**src/pkg/aacs_pkg.sv**
```systemverilog
// What this block does
// RULE_01: ack sequence number copied from receive store
// RULE_02: ack frame overwrites transmit store first
// RULE_03: ack sent after tx delay plus extension
// RULE_04: delay extension writable while running
// RULE_05: auto-ack listens, then frame-received interrupt
// RULE_06: ack sent, frame-sent interrupt, back to ready
// RULE_07: assessment retry limit zero to five
// RULE_08: channel access off: send after MAC delay
// RULE_09: host times assessments, retry count one
// RULE_10: ack-request bit 5 at base plus one
// RULE_11: command starts procedure, interrupt ends it
// RULE_12: random backoff periods of 320 us
// RULE_13: each assessment measures for 128 us
// RULE_14: busy channel retries while limit not reached
// RULE_15: busy at limit aborts to ready
// RULE_16: clear channel goes straight to transmit
// RULE_17: receive to transmit takes at least 106 us
// RULE_18: no ack wanted: ready after transmit; with CTRL_LISTEN set the code first listens for the ack window
// RULE_19: else listen up to 864 us for ack
// RULE_20: ack timeout retries frame or exits ready
// RULE_21: every procedure exit raises completion interrupt
// RULE_22: ack only for filtered, non-beacon, non-ack, requested
// RULE_23: auto-ack needs frame filtering enabled
// RULE_24: backoff count from pseudo-random generator
// RULE_25: frame retry limit setting, counter cleared at start
package aacs_pkg;
  // register byte offsets
  localparam logic [4:0] OFF_CTRL   = 5'h00;
  localparam logic [4:0] OFF_DELAY  = 5'h04;
  localparam logic [4:0] OFF_RETRY  = 5'h08;
  localparam logic [4:0] OFF_BASE   = 5'h0C;
  localparam logic [4:0] OFF_CMD    = 5'h10;
  localparam logic [4:0] OFF_STATUS = 5'h14;
  // reset values and writable masks
  localparam logic [31:0] CTRL_RST   = 32'h0000_0000;
  localparam logic [31:0] CTRL_MASK  = 32'h0000_007F;
  localparam logic [31:0] DELAY_RST  = 32'h0000_00C0;
  localparam logic [31:0] DELAY_MASK = 32'h0000_FFFF;
  localparam logic [31:0] RETRY_RST  = 32'h0000_0034;
  localparam logic [31:0] RETRY_MASK = 32'h0000_0077;
  localparam logic [31:0] BASE_RST   = 32'h0000_8000;
  localparam logic [31:0] BASE_MASK  = 32'h0000_FFFF;
  // control and command bit positions
  localparam int CTRL_AUTO_ACK = 0;
  localparam int CTRL_FILTER   = 1;
  localparam int CTRL_CSMA     = 2;
  localparam int CTRL_LISTEN   = 3;
  localparam int CTRL_RX_IE    = 4;
  localparam int CTRL_TX_IE    = 5;
  localparam int CTRL_CA_IE    = 6;
  localparam int CMD_CA        = 0;
  localparam int CMD_RX        = 1;
  localparam int CMD_READY     = 2;
  localparam int ACK_REQ_BIT   = 5;
  // clock in MHz, timing in microseconds
  localparam int CLK_MHZ     = 200;
  localparam int BACKOFF_US  = 320;
  localparam int CCA_US      = 128;
  localparam int RX2TX_US    = 106;
  localparam int ACK_WAIT_US = 864;
  // channel access limits
  localparam logic [2:0] MIN_BE      = 3'h3;
  localparam logic [2:0] MAX_BE      = 3'h5;
  localparam logic [2:0] CCA_MAX_LIM = 3'h5;
  // frame layout and codes
  localparam logic [2:0] FT_BEACON = 3'h0;
  localparam logic [2:0] FT_ACK    = 3'h2;
  localparam logic [7:0] ACK_LEN   = 8'h05;
  localparam logic [7:0] ACK_FCF0  = 8'h02;
  localparam logic [7:0] ACK_FCF1  = 8'h00;
  localparam logic [7:0] SEQ_OFS   = 8'h03;
  localparam logic [15:0] LFSR_SEED = 16'hACE1;
  // result codes
  localparam logic [1:0] RES_OK    = 2'h0;
  localparam logic [1:0] RES_BUSY  = 2'h1;
  localparam logic [1:0] RES_NOACK = 2'h2;
  localparam logic [1:0] RES_ABORT = 2'h3;

  typedef struct packed {
    logic       filter_ok;
    logic       ack_req;
    logic [2:0] ftype;
  } aacs_rx_info_t;

  typedef enum logic [3:0] {
    ST_READY, ST_ACK_LISTEN, ST_ACK_BUILD, ST_ACK_DLY, ST_ACK_TX,
    ST_CA_CHK, ST_CA_BO, ST_CA_CCA, ST_CA_TURN, ST_CA_MAC,
    ST_CA_TX, ST_CA_ACKWAIT
  } aacs_state_t;
endpackage

```
**src/design/aacs_sequencer.sv**
```systemverilog
// Our own choices: the address map and the Avalon-MM slave port.
`timescale 1ns/10ps
module aacs_sequencer #(
  parameter int US_CYC       = aacs_pkg::CLK_MHZ,
  parameter int BACKOFF_CYC  = aacs_pkg::BACKOFF_US * aacs_pkg::CLK_MHZ,
  parameter int CCA_CYC      = aacs_pkg::CCA_US * aacs_pkg::CLK_MHZ,
  parameter int TURN_CYC     = aacs_pkg::RX2TX_US * aacs_pkg::CLK_MHZ,
  parameter int ACK_WAIT_CYC = aacs_pkg::ACK_WAIT_US * aacs_pkg::CLK_MHZ
) (
  input  wire logic                    CLK_SYS_IN,
  input  wire logic                    RESET_IN,
  input  wire logic [4:0]              AVS_ADDRESS_IN,
  input  wire logic                    AVS_READ_IN,
  input  wire logic                    AVS_WRITE_IN,
  input  wire logic [31:0]             AVS_WRITEDATA_IN,
  input  wire logic [3:0]              AVS_BYTEENABLE_IN,
  output logic [31:0]                  AVS_READDATA_OUT,
  output logic                         AVS_WAITREQUEST_OUT,
  input  wire logic                    RX_FRAME_IN,
  input  wire aacs_pkg::aacs_rx_info_t RX_FRAME_INFO_IN,
  input  wire logic                    TX_DONE_IN,
  input  wire logic                    CCA_CLEAR_IN,
  input  wire logic [7:0]              RX_RD_DATA_IN,
  input  wire logic [7:0]              TX_RD_DATA_IN,
  output logic [7:0]                   RX_RD_ADDR_OUT,
  output logic [7:0]                   TX_ADDR_OUT,
  output logic                         TX_WR_EN_OUT,
  output logic [7:0]                   TX_WR_DATA_OUT,
  output logic                         RX_ON_OUT,
  output logic                         TX_START_OUT,
  output logic                         CCA_START_OUT,
  output logic                         IRQ_RX_PKT_OUT,
  output logic                         IRQ_TX_SENT_OUT,
  output logic                         CHANNEL_ACCESS_DONE_IRQ_OUT
);
  // byte-lane merge for register writes
  function automatic logic [31:0] be_merge(input logic [31:0] old, input logic [31:0] nw,
                                           input logic [3:0] be);
    logic [31:0] r;
    r = old;
    for (int i = 0; i < 4; i++) begin
      if (be[i]) begin
        r[8*i +: 8] = nw[8*i +: 8];
      end
    end
    return r;
  endfunction

  // backoff window mask, 2^be - 1
  function automatic logic [4:0] be_mask(input logic [2:0] be);
    return 5'((6'h01 << be) - 6'h01);
  endfunction

  aacs_pkg::aacs_state_t st;
  logic [31:0] ctrl;
  logic [31:0] dly;
  logic [31:0] retry;
  logic [31:0] base;
  logic [31:0] tcnt;
  logic [15:0] lfsr;
  logic [4:0]  bo_left;
  logic [2:0]  be;
  logic [2:0]  nb;
  logic [2:0]  fr_cnt;
  logic [1:0]  result;
  logic        ack_exp;

  // bus decode; a write lands on the edge where waitrequest is low
  wire        req      = AVS_READ_IN | AVS_WRITE_IN;
  wire        wr_now   = AVS_WRITE_IN & ~AVS_WAITREQUEST_OUT;
  wire        sel_ctrl = AVS_ADDRESS_IN == aacs_pkg::OFF_CTRL;
  wire        sel_dly  = AVS_ADDRESS_IN == aacs_pkg::OFF_DELAY;
  wire        sel_rty  = AVS_ADDRESS_IN == aacs_pkg::OFF_RETRY;
  wire        sel_base = AVS_ADDRESS_IN == aacs_pkg::OFF_BASE;
  wire        sel_cmd  = AVS_ADDRESS_IN == aacs_pkg::OFF_CMD;
  wire        sel_stat = AVS_ADDRESS_IN == aacs_pkg::OFF_STATUS;
  wire        cmd_wr   = wr_now & sel_cmd & AVS_BYTEENABLE_IN[0];
  wire        cmd_ca   = cmd_wr & AVS_WRITEDATA_IN[aacs_pkg::CMD_CA];
  wire        cmd_rx   = cmd_wr & AVS_WRITEDATA_IN[aacs_pkg::CMD_RX];
  wire        cmd_rdy  = cmd_wr & AVS_WRITEDATA_IN[aacs_pkg::CMD_READY];
  wire [31:0] status   = {20'h0_0000, nb, fr_cnt, result, 4'(st)};
  wire [31:0] rd_mux   = sel_ctrl ? ctrl : sel_dly ? dly : sel_rty ? retry :
                         sel_base ? base : sel_stat ? status : 32'h0000_0000;

  // control fields
  wire       auto_ack_en          = ctrl[aacs_pkg::CTRL_AUTO_ACK];
  wire       filter_en            = ctrl[aacs_pkg::CTRL_FILTER];
  wire       csma_en              = ctrl[aacs_pkg::CTRL_CSMA];
  wire       listen_after_tx_flag = ctrl[aacs_pkg::CTRL_LISTEN];
  wire       rx_irq_en            = ctrl[aacs_pkg::CTRL_RX_IE];
  wire       tx_irq_en            = ctrl[aacs_pkg::CTRL_TX_IE];
  wire       ca_irq_en            = ctrl[aacs_pkg::CTRL_CA_IE];
  wire [7:0] delay_setting_one    = dly[7:0];
  wire [7:0] delay_setting_two    = dly[15:8];
  wire [2:0] cca_fld              = retry[2:0];
  wire [2:0] frame_max            = retry[6:4];
  wire [7:0] tx_base              = base[7:0];
  wire [7:0] rx_base              = base[15:8];
  // out-of-range settings saturate rather than wrap
  wire [2:0] cca_lim = (cca_fld > aacs_pkg::CCA_MAX_LIM) ? aacs_pkg::CCA_MAX_LIM
                                                        : cca_fld; // see RULE_07

  // mac delay read live every cycle, so the extension may move mid-wait
  wire [31:0] mac_cyc = 32'(32'({1'b0, delay_setting_one} + {1'b0, delay_setting_two})
                            * 32'(US_CYC)); // see RULE_03 see RULE_04
  wire        in_dly  = (st == aacs_pkg::ST_ACK_DLY) || (st == aacs_pkg::ST_CA_MAC);
  wire [31:0] lim     = in_dly ? mac_cyc :
                        (st == aacs_pkg::ST_CA_BO)   ? 32'(BACKOFF_CYC) :
                        (st == aacs_pkg::ST_CA_CCA)  ? 32'(CCA_CYC) :
                        (st == aacs_pkg::ST_CA_TURN) ? 32'(TURN_CYC) : 32'(ACK_WAIT_CYC);
  wire        t_done  = (tcnt + 32'h0000_0001) >= lim;

  // acknowledgment qualification
  wire ack_due = auto_ack_en & filter_en & RX_FRAME_INFO_IN.filter_ok
               & RX_FRAME_INFO_IN.ack_req
               & (RX_FRAME_INFO_IN.ftype != aacs_pkg::FT_BEACON)
               & (RX_FRAME_INFO_IN.ftype != aacs_pkg::FT_ACK); // see RULE_22 see RULE_23
  wire is_ack  = RX_FRAME_IN & (RX_FRAME_INFO_IN.ftype == aacs_pkg::FT_ACK);
  wire in_ca   = (st >= aacs_pkg::ST_CA_CHK);
  wire [2:0] be_up = (be == aacs_pkg::MAX_BE) ? aacs_pkg::MAX_BE : be + 3'h1;

  // ack frame bytes: length, two control bytes, copied sequence number
  wire [7:0] ack_byte = (tcnt[1:0] == 2'h0) ? aacs_pkg::ACK_LEN :
                        (tcnt[1:0] == 2'h1) ? aacs_pkg::ACK_FCF0 :
                        (tcnt[1:0] == 2'h2) ? aacs_pkg::ACK_FCF1 : RX_RD_DATA_IN; // see RULE_01

  // bus slave: one wait state, read data captured with the answer
  always_ff @(posedge CLK_SYS_IN) begin
    if (RESET_IN) begin
      AVS_WAITREQUEST_OUT <= 1'b1;
      AVS_READDATA_OUT    <= 32'h0000_0000;
    end else begin
      AVS_WAITREQUEST_OUT <= ~(req & AVS_WAITREQUEST_OUT);
      if (req & AVS_WAITREQUEST_OUT) begin
        AVS_READDATA_OUT <= rd_mux;
      end
    end
  end

  // software registers
  always_ff @(posedge CLK_SYS_IN) begin
    if (RESET_IN) begin
      ctrl  <= aacs_pkg::CTRL_RST;
      dly   <= aacs_pkg::DELAY_RST;
      retry <= aacs_pkg::RETRY_RST;
      base  <= aacs_pkg::BASE_RST;
    end else if (wr_now) begin
      if (sel_ctrl) ctrl <= be_merge(ctrl, AVS_WRITEDATA_IN, AVS_BYTEENABLE_IN)
                            & aacs_pkg::CTRL_MASK;
      if (sel_dly) dly <= be_merge(dly, AVS_WRITEDATA_IN, AVS_BYTEENABLE_IN)
                          & aacs_pkg::DELAY_MASK;
      if (sel_rty) retry <= be_merge(retry, AVS_WRITEDATA_IN, AVS_BYTEENABLE_IN)
                            & aacs_pkg::RETRY_MASK;
      if (sel_base) base <= be_merge(base, AVS_WRITEDATA_IN, AVS_BYTEENABLE_IN)
                            & aacs_pkg::BASE_MASK;
    end
  end

  // free-running random source for backoff draws
  always_ff @(posedge CLK_SYS_IN) begin
    if (RESET_IN) begin
      lfsr <= aacs_pkg::LFSR_SEED;
    end else begin
      lfsr <= {lfsr[14:0], lfsr[15] ^ lfsr[13] ^ lfsr[12] ^ lfsr[10]}; // see RULE_24
    end
  end

  // radio sequencer; a ready command overrides any state
  always_ff @(posedge CLK_SYS_IN) begin
    if (RESET_IN) begin
      st              <= aacs_pkg::ST_READY;
      tcnt            <= 32'h0000_0000;
      bo_left         <= 5'h00;
      be              <= aacs_pkg::MIN_BE;
      nb              <= 3'h0;
      fr_cnt          <= 3'h0;
      result          <= aacs_pkg::RES_OK;
      ack_exp         <= 1'b0;
      RX_RD_ADDR_OUT  <= 8'h00;
      TX_ADDR_OUT     <= 8'h00;
      TX_WR_EN_OUT    <= 1'b0;
      TX_WR_DATA_OUT  <= 8'h00;
      RX_ON_OUT       <= 1'b0;
      TX_START_OUT    <= 1'b0;
      CCA_START_OUT   <= 1'b0;
      IRQ_RX_PKT_OUT  <= 1'b0;
      IRQ_TX_SENT_OUT <= 1'b0;
      CHANNEL_ACCESS_DONE_IRQ_OUT <= 1'b0;
    end else begin
      TX_WR_EN_OUT    <= 1'b0;
      TX_START_OUT    <= 1'b0;
      CCA_START_OUT   <= 1'b0;
      IRQ_RX_PKT_OUT  <= 1'b0;
      IRQ_TX_SENT_OUT <= 1'b0;
      CHANNEL_ACCESS_DONE_IRQ_OUT <= 1'b0;
      tcnt <= tcnt + 32'h0000_0001;
      if (cmd_rdy && st != aacs_pkg::ST_READY) begin
        st        <= aacs_pkg::ST_READY;
        RX_ON_OUT <= 1'b0;
        if (in_ca) begin
          result <= aacs_pkg::RES_ABORT;
          CHANNEL_ACCESS_DONE_IRQ_OUT <= ca_irq_en; // see RULE_21
        end
      end else begin
        case (st)
          aacs_pkg::ST_READY: begin
            if (cmd_ca) begin
              fr_cnt      <= 3'h0; // see RULE_25
              st          <= aacs_pkg::ST_CA_CHK; // see RULE_11
              tcnt        <= 32'h0000_0000;
              TX_ADDR_OUT <= tx_base + 8'h01;
            end else if (cmd_rx) begin
              st        <= aacs_pkg::ST_ACK_LISTEN;
              RX_ON_OUT <= 1'b1;
            end
          end
          aacs_pkg::ST_ACK_LISTEN: begin
            if (RX_FRAME_IN) begin
              RX_ON_OUT      <= 1'b0;
              IRQ_RX_PKT_OUT <= rx_irq_en; // see RULE_05
              tcnt           <= 32'h0000_0000;
              RX_RD_ADDR_OUT <= rx_base + aacs_pkg::SEQ_OFS;
              st <= ack_due ? aacs_pkg::ST_ACK_BUILD : aacs_pkg::ST_READY;
            end
          end
          aacs_pkg::ST_ACK_BUILD: begin
            // sequence byte is written last, after the store read settles
            TX_WR_EN_OUT   <= 1'b1; // see RULE_02
            TX_ADDR_OUT    <= tx_base + tcnt[7:0];
            TX_WR_DATA_OUT <= ack_byte;
            if (tcnt[1:0] == 2'h3) begin
              st   <= aacs_pkg::ST_ACK_DLY;
              tcnt <= 32'h0000_0000;
            end
          end
          aacs_pkg::ST_ACK_DLY: begin
            if (t_done) begin
              TX_START_OUT <= 1'b1; // see RULE_03
              st           <= aacs_pkg::ST_ACK_TX;
            end
          end
          aacs_pkg::ST_ACK_TX: begin
            if (TX_DONE_IN) begin
              IRQ_TX_SENT_OUT <= tx_irq_en; // see RULE_06
              st              <= aacs_pkg::ST_READY;
            end
          end
          aacs_pkg::ST_CA_CHK: begin
            if (tcnt[1:0] == 2'h2) begin
              ack_exp <= TX_RD_DATA_IN[aacs_pkg::ACK_REQ_BIT]; // see RULE_10
              nb      <= 3'h0;
              be      <= aacs_pkg::MIN_BE;
              bo_left <= lfsr[4:0] & be_mask(aacs_pkg::MIN_BE); // see RULE_12
              tcnt    <= 32'h0000_0000;
              st <= csma_en ? aacs_pkg::ST_CA_BO : aacs_pkg::ST_CA_MAC; // see RULE_08
            end
          end
          aacs_pkg::ST_CA_BO: begin
            if (bo_left == 5'h00) begin
              CCA_START_OUT <= 1'b1; // see RULE_13
              RX_ON_OUT     <= 1'b1;
              tcnt          <= 32'h0000_0000;
              st            <= aacs_pkg::ST_CA_CCA;
            end else if (t_done) begin
              bo_left <= bo_left - 5'h01; // see RULE_12
              tcnt    <= 32'h0000_0000;
            end
          end
          aacs_pkg::ST_CA_CCA: begin
            if (t_done) begin
              tcnt      <= 32'h0000_0000;
              RX_ON_OUT <= 1'b0;
              if (CCA_CLEAR_IN) begin
                st <= aacs_pkg::ST_CA_TURN; // see RULE_16
              end else if (nb < cca_lim) begin
                nb      <= nb + 3'h1; // see RULE_14
                be      <= be_up;
                bo_left <= lfsr[4:0] & be_mask(be_up); // see RULE_24
                st      <= aacs_pkg::ST_CA_BO;
              end else begin
                st     <= aacs_pkg::ST_READY; // see RULE_15
                result <= aacs_pkg::RES_BUSY;
                CHANNEL_ACCESS_DONE_IRQ_OUT <= ca_irq_en; // see RULE_21
              end
            end
          end
          aacs_pkg::ST_CA_TURN, aacs_pkg::ST_CA_MAC: begin
            if (t_done) begin
              TX_START_OUT <= 1'b1; // see RULE_17 see RULE_08
              st           <= aacs_pkg::ST_CA_TX;
            end
          end
          aacs_pkg::ST_CA_TX: begin
            if (TX_DONE_IN) begin
              IRQ_TX_SENT_OUT <= tx_irq_en;
              tcnt            <= 32'h0000_0000;
              if (ack_exp | listen_after_tx_flag) begin
                RX_ON_OUT <= 1'b1; // see RULE_19
                st        <= aacs_pkg::ST_CA_ACKWAIT;
              end else begin
                st     <= aacs_pkg::ST_READY; // see RULE_18
                result <= aacs_pkg::RES_OK;
                CHANNEL_ACCESS_DONE_IRQ_OUT <= ca_irq_en; // see RULE_21
              end
            end
          end
          aacs_pkg::ST_CA_ACKWAIT: begin
            if (is_ack || t_done) begin
              RX_ON_OUT <= 1'b0;
              tcnt      <= 32'h0000_0000;
              if (!is_ack && ack_exp && fr_cnt < frame_max) begin
                fr_cnt      <= fr_cnt + 3'h1; // see RULE_20
                TX_ADDR_OUT <= tx_base + 8'h01;
                st          <= aacs_pkg::ST_CA_CHK;
              end else begin
                st     <= aacs_pkg::ST_READY; // see RULE_20
                result <= (!is_ack && ack_exp) ? aacs_pkg::RES_NOACK : aacs_pkg::RES_OK;
                CHANNEL_ACCESS_DONE_IRQ_OUT <= ca_irq_en; // see RULE_21
              end
            end
          end
          default: begin
            st <= aacs_pkg::ST_READY;
          end
        endcase
      end
    end
  end
endmodule

```
**config.mk**
```make
export PLATFORM = sky130hd
export DESIGN_NAME = aacs_sequencer
export DESIGN_NICKNAME = d
export VERILOG_FILES = /design/src/pkg/aacs_pkg.sv /design/src/design/aacs_sequencer.sv
export SDC_FILE = /design/constraint.sdc
export NUM_CORES = 1
export LEC_CHECK = 0
export ABC_AREA = 0
export BUFFER_PORTS_ARGS = -buffer_cell sky130_fd_sc_hd__clkbuf_2
export CORE_AREA = 3 3 122 147
export CTS_CLUSTER_SIZE = 14
export DETAILED_ROUTE_END_ITERATION = 16
export DIE_AREA = 0 0 125 150
export MAX_ROUTING_LAYER = met4
export PLACE_DENSITY = 0.8
export SLEW_MARGIN = 25
export SYNTH_ARGS = -nofsm -noshare
export SYNTH_HDL_FRONTEND = slang
export SYNTH_SLANG_ARGS = --single-unit
```
**constraint.sdc**
```tcl
create_clock -name CLK_SYS_IN -period 8.3 [get_ports CLK_SYS_IN]
set_clock_uncertainty 0.15 [all_clocks]
set_input_delay 1.66 -clock CLK_SYS_IN [delete_from_list [all_inputs] [get_ports CLK_SYS_IN]]
set_output_delay 1.66 -clock CLK_SYS_IN [all_outputs]
set_load 0.1 [all_outputs]
```
==> metrics <==
fmax 136 MHz; Crit Path Class reg2reg; post-route ant nets 0; RSZ-0062 raised after global routing false; CTS tree done; htree depth 4; core area 0.0168 mm²; Die W 125 µm; sequential area share after synthesis 33.3%; n_diodes 0; gp weighted congestion 0.952; element type at the critical path end register; share of cells above drive strength 1 12.8%; Synth cell types 73; Post-synth EDFFs 0; vias in the first global route 8661; Bufs and invs on worst path 2; first-pass GRT wire length 42600 µm; postcts setup bufs 0; clock tree buffer depth 2; max_slew headroom 29.5%; worst-path fanout max 9; Post-CTS Hold Fix Bufs 0; total CTS buffers 17; GR Util All Layers 28.5%; Critical Path Source Type register; io pins 133; die height 150 µm; worst hold slack 265 ps; static leakage power 0.00471 µW; Synth Cell Area 0.00973 mm²; critical path arrival 7500 ps; Hold Fails Final Rpt 0; worst skew pair latency 440 ps; WP data required 8450 ps; starting density of the core 58.0%; syn_area_per_cell 8.20 µm²; initial antenna violation count 0; Detailed Route Iter0 Violations 661; Worst path top cell family by delay compound AO/OA/AOI/OAI gates; worst slack, placed 956 ps; synthesis-to-layout area growth 11.0%; site row count 52; status finished, final reports clean; DR vias 8872; PostCTS Resize Cnt 0; clk root buf clkbuf_16; max-slew violations 0; Tcrit/Tclk final 88.6%; final worst setup slack 948 ps; ys flop type dfxtp_1; Max Cap Violations 0; Async S/R FF share, synth 0%; Synth Register Bits 162; HP Class reg2reg; synth warn 0; Nets 1402; die area 0.0188 mm²; Worst-path clk slew 80 ps; VDD IR max 0.175 mV; Pwr per Cell Area 211 mW/mm²; Setup Viol. Count Final 0; most used cell, CP a21oi_1; gate count of the mapped netlist 1186; Setup TNS 0 ps; largest net degree at the start of global routing 97; Design Power 2280 µW; Slew @ Worst Pin 1050 ps; vias per cell 6.01; final core utilization 64.3%; Final HPWL DP 19000 µm; # clock sinks 162; Crit path largest cell delay 680 ps; gr ovfl total 0; final wirelength 25800 µm; Final min period 7350 ps; DRC 0; wire per inst 17.5 µm; DR pass1 iterations 5; Slowest-stage cell, CP nor4_1; IO buf count 91
-- final timing paths --
| path | cells past startpoint | startpoint | to | slack, ps |
|---|---|---|---|---|
| setup / recovery | 30 | dly[8]$_SDFFE_PP0P_ | TX_ADDR_OUT[3]$_SDFFE_PP0P_ | 950 |
| hold / removal | 1 | lfsr[6]$_SDFF_PP1_ | lfsr[7]$_SDFF_PP1_ | 270 |
| setup reg to reg | 30 | dly[8]$_SDFFE_PP0P_ | TX_ADDR_OUT[3]$_SDFFE_PP0P_ | 950 |
| hold reg to reg | 1 | lfsr[6]$_SDFF_PP1_ | lfsr[7]$_SDFF_PP1_ | 270 |
-- cells in the final DEF, fill, tap and decap left out, types with 4 or more instances in the layout --
master,count
inv_8,4
conb_1,16
dfxtp_1,162
a31oi_1,7
a221oi_1,14
and2_1,6
nand3_1,71
clkbuf_2,90
mux2i_1,35
inv_1,45
o2111ai_1,4
ha_1,79
a311oi_1,6
a211oi_1,30
buf_4,10
nand2_1,125
o21bai_1,6
a22oi_1,6
a32oi_1,6
nand4b_1,4
clkbuf_16,17
nand2b_1,4
nor3_1,24
xor2_1,30
fa_1,6
or2_2,8
o21ai_0,53
xnor2_1,38
a21oi_1,81
nor4_1,6
nor2_1,139
and3_1,15
nor2b_1,22
nand4_1,11
a21o_1,16
-- cell type report --
| class | instances | area, µm² |
|---|---|---|
| repair buffers | 100 | 526 |
| inverters | 46 | 173 |
| clock inverters | 13 | 140 |
| multi-input cells | 921 | 5990 |
| fillers | 1442 | 5990 |
| well taps | 216 | 270 |
| clock buffers | 19 | 453 |
| flip-flops and latches | 162 | 3240 |
-- Yosys cell counts (15+ instances only) --
library cell,n,area (µm²)
buf_4,17,128
xor2_1,30,263
nor3_1,25,125
nand2_1,125,469
nand3_1,71,355
o21ai_0,54,270
and3_1,15,93.8
xnor2_1,38,333
mux2i_1,35,350
nor2b_1,22,138
a21o_1,16,120
nor2_1,139,522
a211oi_1,30,225
inv_1,45,169
dfxtp_1,162,3240
ha_1,79,988
a21oi_1,81,405
clkbuf_1,47,176
-- report_power, final --
part	internal, µW	total, µW	switching, µW
Sequential	819	864	44.8
Clock	441	805	364
Combinational	136	614	477
Total	1400	2280	886
-- metal layers --
layer,GRT usage [%],share of wire [%]
met5,-,0
met4,13.2,3.9
met3,4.96,6.2
met2,47.9,49
met1,33.2,41
-- per-stage QoR --
stage               area, µm²  std cells
floorplan                9790       1201
global placement        10200       1445
detailed placement      10200       1445
CTS                     10800       1477
global route            10800       1477
finish                  10800       1477
-- cells by family (layout without fill, tap and decap cells) --
family,count (synthesis),after routing,synth area share (%)
AND/OR/NAND/NOR,461,461,22.5
AO/OA/AOI/OAI,256,256,16.9
buffers and inverters,118,178,6.03
adder cells (fa/ha/maj),85,85,11.4
flip-flops,162,162,33.3
multiplexers,35,35,3.60
XOR/XNOR,68,68,6.12
other,1,16,0.0385
-- registers in the layout, summed over array words and instances (netlist names), 4 cells and up --
name              count
base                 16
st                    4
TX_WR_DATA_OUT        8
ctrl                  7
retry                 6
TX_ADDR_OUT           8
tcnt                 32
bo_left               5
lfsr                 16
dly                  16
RX_RD_ADDR_OUT        8
AVS_READDATA_OUT     16
Power figures use the tool's default switching activity.
